$ cat config.mk
export PLATFORM = sky130hd
export DESIGN_NAME = digitizer_sync_offset_control_regs
export DESIGN_NICKNAME = d
export VERILOG_FILES = /design/src/digitizer_ctrl_pkg.sv /design/src/coarse_gain_decode.sv /design/src/coarse_offset_decode.sv /design/src/digitizer_sync_offset_control_regs.sv
export SDC_FILE = /design/constraint.sdc
export NUM_CORES = 1
export LEC_CHECK = 0
export CORE_MARGIN = 5
export CORE_UTILIZATION = 59
export CTS_BUF_LIST = sky130_fd_sc_hd__clkbuf_8
export DETAILED_ROUTE_END_ITERATION = 10
export DONT_BUFFER_PORTS = 1
export GPL_TIMING_DRIVEN = 0
export HOLD_SLACK_MARGIN = 0.12
export PLACE_DENSITY = 0.76
export REMOVE_ABC_BUFFERS = 1
export SLEW_MARGIN = 30
export SYNTH_ARGS = -nofsm -noshare
export SYNTH_HDL_FRONTEND = slang
export SYNTH_SLANG_ARGS = --single-unit
$ cat constraint.sdc
create_clock -name clk -period 1.8 [get_ports clk]
set_clock_uncertainty 0.1 [all_clocks]
set_input_delay 0.36 -clock clk [delete_from_list [all_inputs] [get_ports clk]]
set_output_delay 0.36 -clock clk [all_outputs]
set_load 0.01 [all_outputs]
$ cat src/digitizer_ctrl_pkg.sv
// Purpose: Constants for the sync, clock and offset control register group
// Assumes: 8-bit registers at 8-bit subaddresses on the serial control bus
// Notes: Every offset and register reset value lives here, with the select, control and sign bit field positions
package digitizer_ctrl_pkg;

   // Register subaddresses
   localparam logic [7:0] ADDR_INPUT_SEL2 = 8'h1A;
   localparam logic [7:0] ADDR_BG_GAIN = 8'h1B;
   localparam logic [7:0] ADDR_RED_GAIN = 8'h1C;
   localparam logic [7:0] ADDR_FINE_LSB = 8'h1D;
   localparam logic [7:0] ADDR_BLUE_COFS = 8'h1E;
   localparam logic [7:0] ADDR_GREEN_COFS = 8'h1F;
   localparam logic [7:0] ADDR_RED_COFS = 8'h20;
   localparam logic [7:0] ADDR_HS_START = 8'h21;
   localparam logic [7:0] ADDR_SP_CTRL = 8'h22;

   // Reset values
   localparam logic [7:0] RST_INPUT_SEL2 = 8'hC2;
   localparam logic [7:0] RST_BG_GAIN = 8'h77;
   localparam logic [7:0] RST_RED_GAIN = 8'h07;
   localparam logic [7:0] RST_FINE_LSB = 8'h00;
   localparam logic [7:0] RST_COFS = 8'h10;
   localparam logic [7:0] RST_HS_START = 8'h0D;
   localparam logic [7:0] RST_SP_CTRL = 8'h08;

   // Writable bit masks; reserved bits read zero
   localparam logic [7:0] MASK_RED_GAIN = 8'h0F;
   localparam logic [7:0] MASK_FINE_LSB = 8'h3F;
   localparam logic [7:0] MASK_COFS = 8'h3F;

   // Input select 2 field positions
   localparam int SOG_FILT_LSB = 6;
   localparam int CLP_FILT_LSB = 4;
   localparam int REF_CLK_BIT = 3;
   localparam int VS_IN_BIT = 2;
   localparam int SAMPLE_CLK_BIT = 1;
   localparam int HS_IN_BIT = 0;

   // Sync processing control field positions
   localparam int SYNC_PROCESSING_RESET_BIT = 7;
   localparam int LUMA_DLY_LSB = 4;
   localparam int STRIP_EN_BIT = 3;
   localparam int COAST_DIS_BIT = 2;
   localparam int VS_SRC_BIT = 1;
   localparam int VERTICAL_TIMING_BYPASS_BIT = 0;

   // Coarse offset: sign bit and counts per magnitude step
   localparam int COFS_SIGN_BIT = 5;
   localparam int COFS_STEP_SHIFT = 2;

   // Coarse gain in tenths: 0.5 at code 0, 0.1 per step
   localparam logic [4:0] GAIN_BASE_TENTHS = 5'h05;

   // Sync-on-green filter select encodings
   localparam logic [1:0] SOG_FILT_2M5 = 2'h0;
   localparam logic [1:0] SOG_FILT_10M = 2'h1;
   localparam logic [1:0] SOG_FILT_33M = 2'h2;
   localparam logic [1:0] SOG_FILT_BYP = 2'h3;

   // Coarse clamp filter select encodings
   localparam logic [1:0] CLP_FILT_4M8 = 2'h0;
   localparam logic [1:0] CLP_FILT_0M5 = 2'h1;
   localparam logic [1:0] CLP_FILT_1M7 = 2'h2;
   localparam logic [1:0] CLP_FILT_RSV = 2'h3;

   // Fine offset width
   localparam int FINE_W = 10;

endpackage : digitizer_ctrl_pkg

$ cat src/coarse_gain_decode.sv
// Purpose: Decode one 4-bit coarse gain code to gain in tenths
// Assumes: Same clock as the register bank
// Notes: Output is registered so top outputs come from flip-flops
`timescale 1ns/1ns
module coarse_gain_decode (
   // Clock and reset
   input wire logic clk,
   input wire logic rst,
   // Code in, gain out
   input wire logic [3:0] code,
   output logic [4:0] gain_tenths
);
   import digitizer_ctrl_pkg::*;

   // Monotonic map, 0.5 at 0000 to 2.0 at 1111, reset to 1.2
   always_ff @(posedge clk) begin
      if (rst) begin
         gain_tenths <= 5'h0C;
      end else begin
         gain_tenths <= GAIN_BASE_TENTHS + {1'b0, code};
      end
   end
endmodule : coarse_gain_decode

$ cat src/coarse_offset_decode.sv
// Purpose: Decode one 6-bit sign-magnitude coarse offset to signed counts
// Assumes: Same clock as the register bank
// Notes: Plus and minus zero both give zero counts
`timescale 1ns/1ns
module coarse_offset_decode (
   // Clock and reset
   input wire logic clk,
   input wire logic rst,
   // Code in, signed counts out
   input wire logic [5:0] code,
   output logic signed [8:0] counts
);
   import digitizer_ctrl_pkg::*;

   logic [8:0] mag;

   // Four counts per magnitude step
   assign mag = {2'b00, code[4:0], 2'b00};

   // Apply sign bit, reset matches default +64
   always_ff @(posedge clk) begin
      if (rst) begin
         counts <= 9'sh040;
      end else if (code[COFS_SIGN_BIT]) begin
         counts <= -$signed(mag);
      end else begin
         counts <= $signed(mag);
      end
   end
endmodule : coarse_offset_decode

$ cat src/digitizer_sync_offset_control_regs.sv
// Purpose: Register group for sync source, clock, filter, gain and offset control
// Assumes: Serial bus slave decodes the bus and presents one-cycle write and
//          read strobes with subaddress and data, on the internal reference clock
// Notes: Register fields drive the analog and sync blocks as registered controls
`timescale 1ns/1ns

// Contract
// - Sync-on-green filter select, 11 bypass default
// - Coarse clamp filter select, 00 default
// - Sync reference clock: internal or external
// - Serial bus and separator use internal clock
// - Vertical sync input A or B
// - Horizontal sync input A or B
// - Sample clock external or line-locked, default line-locked
// - Coarse gain 0.5 to 2.0, reset 1.2
// - Ten-bit fine offset from shared LSBs
// - Coarse offset sign-magnitude, four counts per step
// - Horizontal sync output start, default 0Dh
// - Sync processing reset holds sync logic
// - Luma delay adjust zero to seven
// - Copy-protection stripper enable, default on
// - Internal coast disable, ignored for external coast
// - Vertical output from separator or accumulator
// - Vertical timing bypass ignores alignment register
module digitizer_sync_offset_control_regs (
   // Clock and reset; clk is the internal reference clock
   input wire logic clk,
   input wire logic rst,
   // Register access from the serial bus slave
   input wire logic reg_wr,
   input wire logic reg_rd,
   input wire logic [7:0] reg_addr,
   input wire logic [7:0] reg_wdata,
   output logic [7:0] reg_rdata,
   output logic reg_rvalid,
   output logic reg_hit,
   // Fine offset high bits from per-channel registers elsewhere
   input wire logic [7:0] blue_fine_high,
   input wire logic [7:0] green_fine_high,
   input wire logic [7:0] red_fine_high,
   // Sync inputs and coast, already synchronised by the sync front end
   input wire logic vertical_sync_input_a,
   input wire logic vertical_sync_input_b,
   input wire logic horizontal_sync_input_a,
   input wire logic horizontal_sync_input_b,
   input wire logic internal_coast,
   input wire logic external_coast_selected,
   // Vertical sync candidates from the sync blocks
   input wire logic separator_vsync,
   input wire logic accumulator_vsync,
   input wire logic counter_timed_vsync,
   // Front-end filter controls
   output logic [1:0] sync_on_green_filter_select,
   output logic [1:0] coarse_clamp_filter_select,
   // Clock selects
   output logic sync_reference_clock_select,
   output logic sample_clock_select,
   // Routed sync and coast
   output logic selected_vsync,
   output logic selected_hsync,
   output logic coast_out,
   // Channel gain and offset
   output logic [4:0] blue_gain_tenths,
   output logic [4:0] green_gain_tenths,
   output logic [4:0] red_gain_tenths,
   output logic signed [8:0] blue_coarse_counts,
   output logic signed [8:0] green_coarse_counts,
   output logic signed [8:0] red_coarse_counts,
   output logic [digitizer_ctrl_pkg::FINE_W-1:0] blue_fine_offset,
   output logic [digitizer_ctrl_pkg::FINE_W-1:0] green_fine_offset,
   output logic [digitizer_ctrl_pkg::FINE_W-1:0] red_fine_offset,
   // Sync processing controls
   output logic [7:0] horizontal_sync_output_start,
   output logic sync_processing_reset,
   output logic [2:0] luma_delay_adjust,
   output logic copy_protection_strip_enable,
   output logic vertical_output_source_select,
   output logic vertical_timing_bypass,
   output logic alignment_reg_used,
   output logic vertical_sync_output
);
   import digitizer_ctrl_pkg::*;

   // Register storage
   logic [7:0] input_source_select_second_r;
   logic [7:0] blue_green_coarse_gain_r;
   logic [7:0] red_coarse_gain_r;
   logic [7:0] fine_offset_low_bits_r;
   logic [7:0] coarse_offset_r [3];
   logic [7:0] hsync_output_start_r;
   logic [7:0] sync_processing_control_r;
   logic [7:0] rdata_nxt;

   // Index of a coarse offset register, 3 when not one
   function automatic logic [1:0] cofs_index(input logic [7:0] a);
      unique case (a)
         ADDR_BLUE_COFS: cofs_index = 2'd0;
         ADDR_GREEN_COFS: cofs_index = 2'd1;
         ADDR_RED_COFS: cofs_index = 2'd2;
         default: cofs_index = 2'd3;
      endcase
   endfunction : cofs_index

   // True when the subaddress lies in this group
   function automatic logic addr_in_group(input logic [7:0] a);
      addr_in_group = (a >= ADDR_INPUT_SEL2) && (a <= ADDR_SP_CTRL);
   endfunction : addr_in_group

   // Scalar register writes; defaults load on reset
   always_ff @(posedge clk) begin
      if (rst) begin
         input_source_select_second_r <= RST_INPUT_SEL2;
         blue_green_coarse_gain_r <= RST_BG_GAIN;
         red_coarse_gain_r <= RST_RED_GAIN;
         fine_offset_low_bits_r <= RST_FINE_LSB;
         hsync_output_start_r <= RST_HS_START;
         sync_processing_control_r <= RST_SP_CTRL;
      end else if (reg_wr) begin
         unique case (reg_addr)
            ADDR_INPUT_SEL2: input_source_select_second_r <= reg_wdata;
            ADDR_BG_GAIN: blue_green_coarse_gain_r <= reg_wdata;
            ADDR_RED_GAIN: red_coarse_gain_r <= reg_wdata & MASK_RED_GAIN;
            ADDR_FINE_LSB: fine_offset_low_bits_r <= reg_wdata & MASK_FINE_LSB;
            ADDR_HS_START: hsync_output_start_r <= reg_wdata;
            ADDR_SP_CTRL: sync_processing_control_r <= reg_wdata;
            default: ; // Other subaddresses hold every value
         endcase
      end
   end

   // Coarse offset registers, one per channel, addressed by index
   genvar gi;
   generate
      for (gi = 0; gi < 3; gi++) begin : g_cofs
         always_ff @(posedge clk) begin
            if (rst) begin
               coarse_offset_r[gi] <= RST_COFS;
            end else if (reg_wr && (cofs_index(reg_addr) == 2'(gi))) begin
               coarse_offset_r[gi] <= reg_wdata & MASK_COFS;
            end
         end
      end
   endgenerate

   // Read mux; unmapped subaddresses read zero
   always_comb begin
      rdata_nxt = 8'h00;
      unique case (reg_addr)
         ADDR_INPUT_SEL2: rdata_nxt = input_source_select_second_r;
         ADDR_BG_GAIN: rdata_nxt = blue_green_coarse_gain_r;
         ADDR_RED_GAIN: rdata_nxt = red_coarse_gain_r;
         ADDR_FINE_LSB: rdata_nxt = fine_offset_low_bits_r;
         ADDR_BLUE_COFS, ADDR_GREEN_COFS, ADDR_RED_COFS: begin
            rdata_nxt = coarse_offset_r[cofs_index(reg_addr)];
         end
         ADDR_HS_START: rdata_nxt = hsync_output_start_r;
         ADDR_SP_CTRL: rdata_nxt = sync_processing_control_r;
         default: rdata_nxt = 8'h00;
      endcase
   end

   // Registered read answer one cycle after the strobe
   always_ff @(posedge clk) begin
      if (rst) begin
         reg_rdata <= 8'h00;
         reg_rvalid <= 1'b0;
         reg_hit <= 1'b0;
      end else begin
         reg_rvalid <= reg_rd;
         reg_hit <= (reg_rd || reg_wr) && addr_in_group(reg_addr);
         if (reg_rd) begin
            reg_rdata <= rdata_nxt;
         end
      end
   end

   // Filter and clock selects; register bank itself stays on clk whatever ref select holds
   always_ff @(posedge clk) begin
      if (rst) begin
         sync_on_green_filter_select <= SOG_FILT_BYP;
         coarse_clamp_filter_select <= CLP_FILT_4M8;
         sync_reference_clock_select <= 1'b0;
         sample_clock_select <= 1'b1;
      end else begin
         sync_on_green_filter_select <= input_source_select_second_r[SOG_FILT_LSB +: 2];
         // Reserved clamp filter code is passed as the default filter
         if (input_source_select_second_r[CLP_FILT_LSB +: 2] == CLP_FILT_RSV) begin
            coarse_clamp_filter_select <= CLP_FILT_4M8;
         end else begin
            coarse_clamp_filter_select <= input_source_select_second_r[CLP_FILT_LSB +: 2];
         end
         sync_reference_clock_select <= input_source_select_second_r[REF_CLK_BIT];
         sample_clock_select <= input_source_select_second_r[SAMPLE_CLK_BIT];
      end
   end

   // Sync input routing and coast; all held low while sync processing is reset
   always_ff @(posedge clk) begin
      if (rst || sync_processing_control_r[SYNC_PROCESSING_RESET_BIT]) begin
         selected_vsync <= 1'b0;
         selected_hsync <= 1'b0;
         coast_out <= 1'b0;
         vertical_sync_output <= 1'b0;
      end else begin
         selected_vsync <= input_source_select_second_r[VS_IN_BIT] ?
            vertical_sync_input_b : vertical_sync_input_a;
         selected_hsync <= input_source_select_second_r[HS_IN_BIT] ?
            horizontal_sync_input_b : horizontal_sync_input_a;
         // Disable acts only on the internal coast source
         if (external_coast_selected) begin
            coast_out <= internal_coast;
         end else begin
            coast_out <= internal_coast && !sync_processing_control_r[COAST_DIS_BIT];
         end
         // Bypass takes the separator directly; else counter timed from chosen source
         if (sync_processing_control_r[VERTICAL_TIMING_BYPASS_BIT]) begin
            vertical_sync_output <= separator_vsync;
         end else if (sync_processing_control_r[VS_SRC_BIT]) begin
            vertical_sync_output <= accumulator_vsync && counter_timed_vsync;
         end else begin
            vertical_sync_output <= separator_vsync && counter_timed_vsync;
         end
      end
   end

   // Sync processing control fields
   always_ff @(posedge clk) begin
      if (rst) begin
         horizontal_sync_output_start <= RST_HS_START;
         sync_processing_reset <= 1'b0;
         luma_delay_adjust <= 3'h0;
         copy_protection_strip_enable <= 1'b1;
         vertical_output_source_select <= 1'b0;
         vertical_timing_bypass <= 1'b0;
         alignment_reg_used <= 1'b1;
      end else begin
         horizontal_sync_output_start <= hsync_output_start_r;
         sync_processing_reset <= sync_processing_control_r[SYNC_PROCESSING_RESET_BIT];
         luma_delay_adjust <= sync_processing_control_r[LUMA_DLY_LSB +: 3];
         copy_protection_strip_enable <= sync_processing_control_r[STRIP_EN_BIT];
         vertical_output_source_select <= sync_processing_control_r[VS_SRC_BIT];
         vertical_timing_bypass <= sync_processing_control_r[VERTICAL_TIMING_BYPASS_BIT];
         alignment_reg_used <= !sync_processing_control_r[VERTICAL_TIMING_BYPASS_BIT];
      end
   end

   // Fine offsets: shared low bits under per-channel high bits
   always_ff @(posedge clk) begin
      if (rst) begin
         blue_fine_offset <= '0;
         green_fine_offset <= '0;
         red_fine_offset <= '0;
      end else begin
         blue_fine_offset <= {blue_fine_high, fine_offset_low_bits_r[1:0]};
         green_fine_offset <= {green_fine_high, fine_offset_low_bits_r[3:2]};
         red_fine_offset <= {red_fine_high, fine_offset_low_bits_r[5:4]};
      end
   end

   // Gain decoders per channel
   coarse_gain_decode u_gain_blue (
      .clk(clk),
      .rst(rst),
      .code(blue_green_coarse_gain_r[3:0]),
      .gain_tenths(blue_gain_tenths)
   );
   coarse_gain_decode u_gain_green (
      .clk(clk),
      .rst(rst),
      .code(blue_green_coarse_gain_r[7:4]),
      .gain_tenths(green_gain_tenths)
   );
   coarse_gain_decode u_gain_red (
      .clk(clk),
      .rst(rst),
      .code(red_coarse_gain_r[3:0]),
      .gain_tenths(red_gain_tenths)
   );

   // Coarse offset decoders per channel
   coarse_offset_decode u_cofs_blue (
      .clk(clk),
      .rst(rst),
      .code(coarse_offset_r[0][5:0]),
      .counts(blue_coarse_counts)
   );
   coarse_offset_decode u_cofs_green (
      .clk(clk),
      .rst(rst),
      .code(coarse_offset_r[1][5:0]),
      .counts(green_coarse_counts)
   );
   coarse_offset_decode u_cofs_red (
      .clk(clk),
      .rst(rst),
      .code(coarse_offset_r[2][5:0]),
      .counts(red_coarse_counts)
   );

endmodule : digitizer_sync_offset_control_regs

==> flow_summary.json <==
{
  "critPathMaxFanout": 4,
  "proportion_of_netlist_area_held_by_the_largest_area_contributor_pct": 46.6,
  "wire_length_of_the_first_global_routing_pass_mm": 23.7,
  "violated_checks": "setup timing",
  "drt_first_pass_iters": 6,
  "crit_arrival_ns": 2.03,
  "grt_use_total_pct": 23.7,
  "timing.critical_path.slowest_cell_delay_ns": 0.54,
  "fmax_ghz": 0.554,
  "global_route.overflow_total": 0,
  "vdd_drop_max_uv": 511,
  "finish.net_count": 737,
  "num_vias": 4620,
  "crit_chain": "o31ai_1 -> xor2_1 -> nor2_1 -> dlygate4sd3_1",
  "per_cell_via_count_in_the_routed_design": 5.58,
  "synthesis.yosys.warnings": 0,
  "clk_path_buf_depth": 2,
  "fp-row-count": 37,
  "cts_buffers": 17,
  "design_area_mm2": 0.00777,
  "cp_data_required_time_ns": 2.03,
  "route.detailed.drc": 0,
  "max_cap_violations": 0,
  "layout_commonest_cell": "sky130_fd_sc_hd__dfxtp_1",
  "h-tree-depth": 4,
  "clkLatencyLatePin_ns": 0.44,
  "critical-path-slowest-cell": "sky130_fd_sc_hd__dlygate4sd3_1",
  "numClockSinks": 162,
  "flow.area_growth_from_synthesis_pct": 25.7,
  "min_period_over_period_pct": 100,
  "timing.final.hold_violations": 0,
  "die_area_mm2": 0.0126,
  "number_of_global_route_vias_before_repair": 4681,
  "die_h_um": 112,
  "avgRoutedWirePerCell_um": 18.3,
  "synth_enable_flop_cells": 18,
  "ys_dominant_reg_cell": "sky130_fd_sc_hd__dfxtp_1",
  "final_estimated_routing_congestion_in_global_placement": 0.938,
  "routed_wirelength_mm": 15.2,
  "power.density_cell_area_mw_per_mm2": 897,
  "cp_top_family": "buffers and inverters",
  "most_used_cells_in_the_layout_excluding_fill_and_tap_cells": "144 x sky130_fd_sc_hd__dfxtp_1, 100 x sky130_fd_sc_hd__dlygate4sd3_1, 62 x sky130_fd_sc_hd__nor2_1",
  "clock_tree_from_tritoncts": "done",
  "pin_count_of_the_biggest_net_entering_global_routing": 90,
  "die_width_um": 112,
  "tightest_slew_ns": 0.645,
  "timing.max_slew.rel_slack_pct": 56.9,
  "place_ws_ns": -0.576,
  "end_kind": "register",
  "setup_slack_ns": -0.00556,
  "synth_largest_area_cell": "sky130_fd_sc_hd__dfxtp_1",
  "clkSlewWorstSetupHoldPaths_ns": 0.08,
  "timing.final.crit_period_ns": 1.81,
  "netlist-cell-type-count": 55,
  "setup-violations-final": 1,
  "clock-root-buffer": "sky130_fd_sc_hd__clkbuf_8",
  "hpwl_mm": 9.04,
  "post_synth_inst_count": 577,
  "ys_seq_area_share_pct": 55.3,
  "grt_setup_unrepaired": "yes",
  "run_status": "finished, violations left",
  "port_buffers": 0,
  "floorplan.io_pins": 161,
  "netlist_area_mm2": 0.00619,
  "fin_util_pct": 75.7,
  "slew_viol_final": 0,
  "cp_num_buf_inv": 1,
  "asyncSetResetFlopFracSynth_pct": 0,
  "drt_iter0_drc": 342,
  "postSynthAreaPerCell_um2": 10.7,
  "holdCritPathClass": "in2reg",
  "ys_seq_elements": 162,
  "final_layout_size_suffix_gt1_share_pct": 12.3,
  "leakage_nw": 3.28,
  "initial_antenna_violation_count": 2,
  "worst_setup_path_start_kind": "register",
  "timing.setup.critical_path_class": "reg2reg",
  "synthTopCellsByArea": "sky130_fd_sc_hd__dfxtp_1 47%, sky130_fd_sc_hd__edfxtp_1 8.7%, sky130_fd_sc_hd__mux2i_1 6.5%",
  "hold_slack_ns": 0.167,
  "start_util_pct": 60.2,
  "total_negative_slack_for_setup_checks_ns": -0.00556,
  "core_area_mm2": 0.0103,
  "placement.cell_area_mm2": 0.00619,
  "detail-route-antenna-nets": 0
}
==> layout make-up <==
| class | instances | area [um^2] |
|---|---|---|
| sequential | 162 | 3420 |
| timing repair buffer | 113 | 1120 |
| antenna | 1 | 2.50 |
| clock inverter | 13 | 160 |
| inverter | 17 | 63.8 |
| fill | 724 | 2500 |
| multi-input combinational | 367 | 2570 |
| tap | 136 | 170 |
| clock buffer | 19 | 262 |
==> what timing repair did <==
action,CTS,global route
gates resized for setup,2,12
setup endpoints to repair,11,27
hold buffers,100,1
hold endpoints to repair,162,1
gates cloned,0,1
buffers inserted,0,12
pin swaps,0,1
==> synthesized netlist by cell type, types with 5 or more instances <==
cell type / number
sky130_fd_sc_hd__mux2_2: 5
sky130_fd_sc_hd__edfxtp_1: 18
sky130_fd_sc_hd__a21o_1: 5
sky130_fd_sc_hd__clkbuf_1: 15
sky130_fd_sc_hd__a21oi_1: 5
sky130_fd_sc_hd__inv_1: 17
sky130_fd_sc_hd__nor3_1: 12
sky130_fd_sc_hd__buf_2: 10
sky130_fd_sc_hd__a211o_1: 16
sky130_fd_sc_hd__o21ai_0: 10
sky130_fd_sc_hd__nor2_1: 62
sky130_fd_sc_hd__o2bb2ai_1: 5
sky130_fd_sc_hd__dfxtp_1: 144
sky130_fd_sc_hd__a22oi_1: 5
sky130_fd_sc_hd__and3_1: 7
sky130_fd_sc_hd__nor2b_1: 58
sky130_fd_sc_hd__ha_1: 6
sky130_fd_sc_hd__nand3_1: 8
sky130_fd_sc_hd__and2_1: 7
sky130_fd_sc_hd__or2_2: 8
sky130_fd_sc_hd__nand2_1: 11
sky130_fd_sc_hd__mux2i_1: 40
sky130_fd_sc_hd__a22o_1: 5
sky130_fd_sc_hd__buf_4: 6
sky130_fd_sc_hd__nor3b_1: 10
sky130_fd_sc_hd__nand2b_1: 18
sky130_fd_sc_hd__xor2_1: 11
==> path summary, 6_finish.rpt <==
kind                                           startpoint                                            to  slack [ns]  cells after the start
min reg2reg  input_source_select_second_r[1]$_SDFFE_PP1P_  input_source_select_second_r[1]$_SDFFE_PP1P_        0.39                      1
max                   coarse_offset_r[1][1]$_SDFFCE_PN0P_             u_cofs_green.counts[5]$_SDFF_PP0_      -0.006                      4
min                                                   rst           coarse_offset_r[1][5]$_SDFFCE_PN0P_        0.17                      1
max reg2reg           coarse_offset_r[1][1]$_SDFFCE_PN0P_             u_cofs_green.counts[5]$_SDFF_PP0_      -0.006                      4
==> metrics by stage <==
stage,std cells,power [W]
2_1_floorplan,545,0.00407
5_1_grt,827,0.00724
3_3_place_gp,681,0.00412
4_1_cts,813,0.00700
6_report,828,0.00697
3_5_place_dp,681,0.00413
==> per-layer routing <==
metal	vias to the layer above	track usage [%]	share of wire, %
li1	2174	-	-
met1	2204	27.3	38
met2	205	39.7	50
met3	35	9.00	9.6
met4	2	9.46	2.1
met5	-	0	0.086
==> report_power, final <==
part	leakage (nW)	switching, W	total [W]	internal, W
sequential	1.35	0.0000883	0.00383	0.00374
clock	0.213	0.00131	0.00275	0.00144
combinational	1.72	0.000184	0.000395	0.000211
==> kinds of logic after synthesis <==
kind of cell	count (synthesis)	synth area share, %
AOI/OAI and AO/OA	74	9.32
xor gates and xnor gates	14	1.98
adders and majority gates	6	1.21
buffers and inverters	54	4.08
DFF	162	55.3
muxes	47	8.11
other	1	0.0606
and+or+nand+nor	219	19.9
==> sequential cells by signal, indices dropped and copies added, names as in the netlist, 2 cells and up <==
register	cells
blue_fine_offset	10
blue_green_coarse_gain_r	8
coarse_clamp_filter_select	2
coarse_offset_r	18
fine_offset_low_bits_r	6
green_fine_offset	10
horizontal_sync_output_start	8
hsync_output_start_r	8
input_source_select_second_r	8
luma_delay_adjust	3
red_coarse_gain_r	4
red_fine_offset	10
reg_rdata	8
sync_on_green_filter_select	2
sync_processing_control_r	8
u_cofs_blue.counts	7
u_cofs_green.counts	7
u_cofs_red.counts	7
u_gain_blue.gain_tenths	5
u_gain_green.gain_tenths	5
u_gain_red.gain_tenths	5
==> worst reg2reg max path: cells and delay by family, from the launching register on <==
| family | cells | cell delay (ns) |
|---|---|---|
| AOI/OAI and AO/OA | 1 | 0.36 |
| xor gates and xnor gates | 1 | 0.18 |
| buffers and inverters | 1 | 0.54 |
| DFF | 1 | 0.48 |
| and+or+nand+nor | 1 | 0.05 |
No activity file was read; power rests on OpenSTA's default activity.
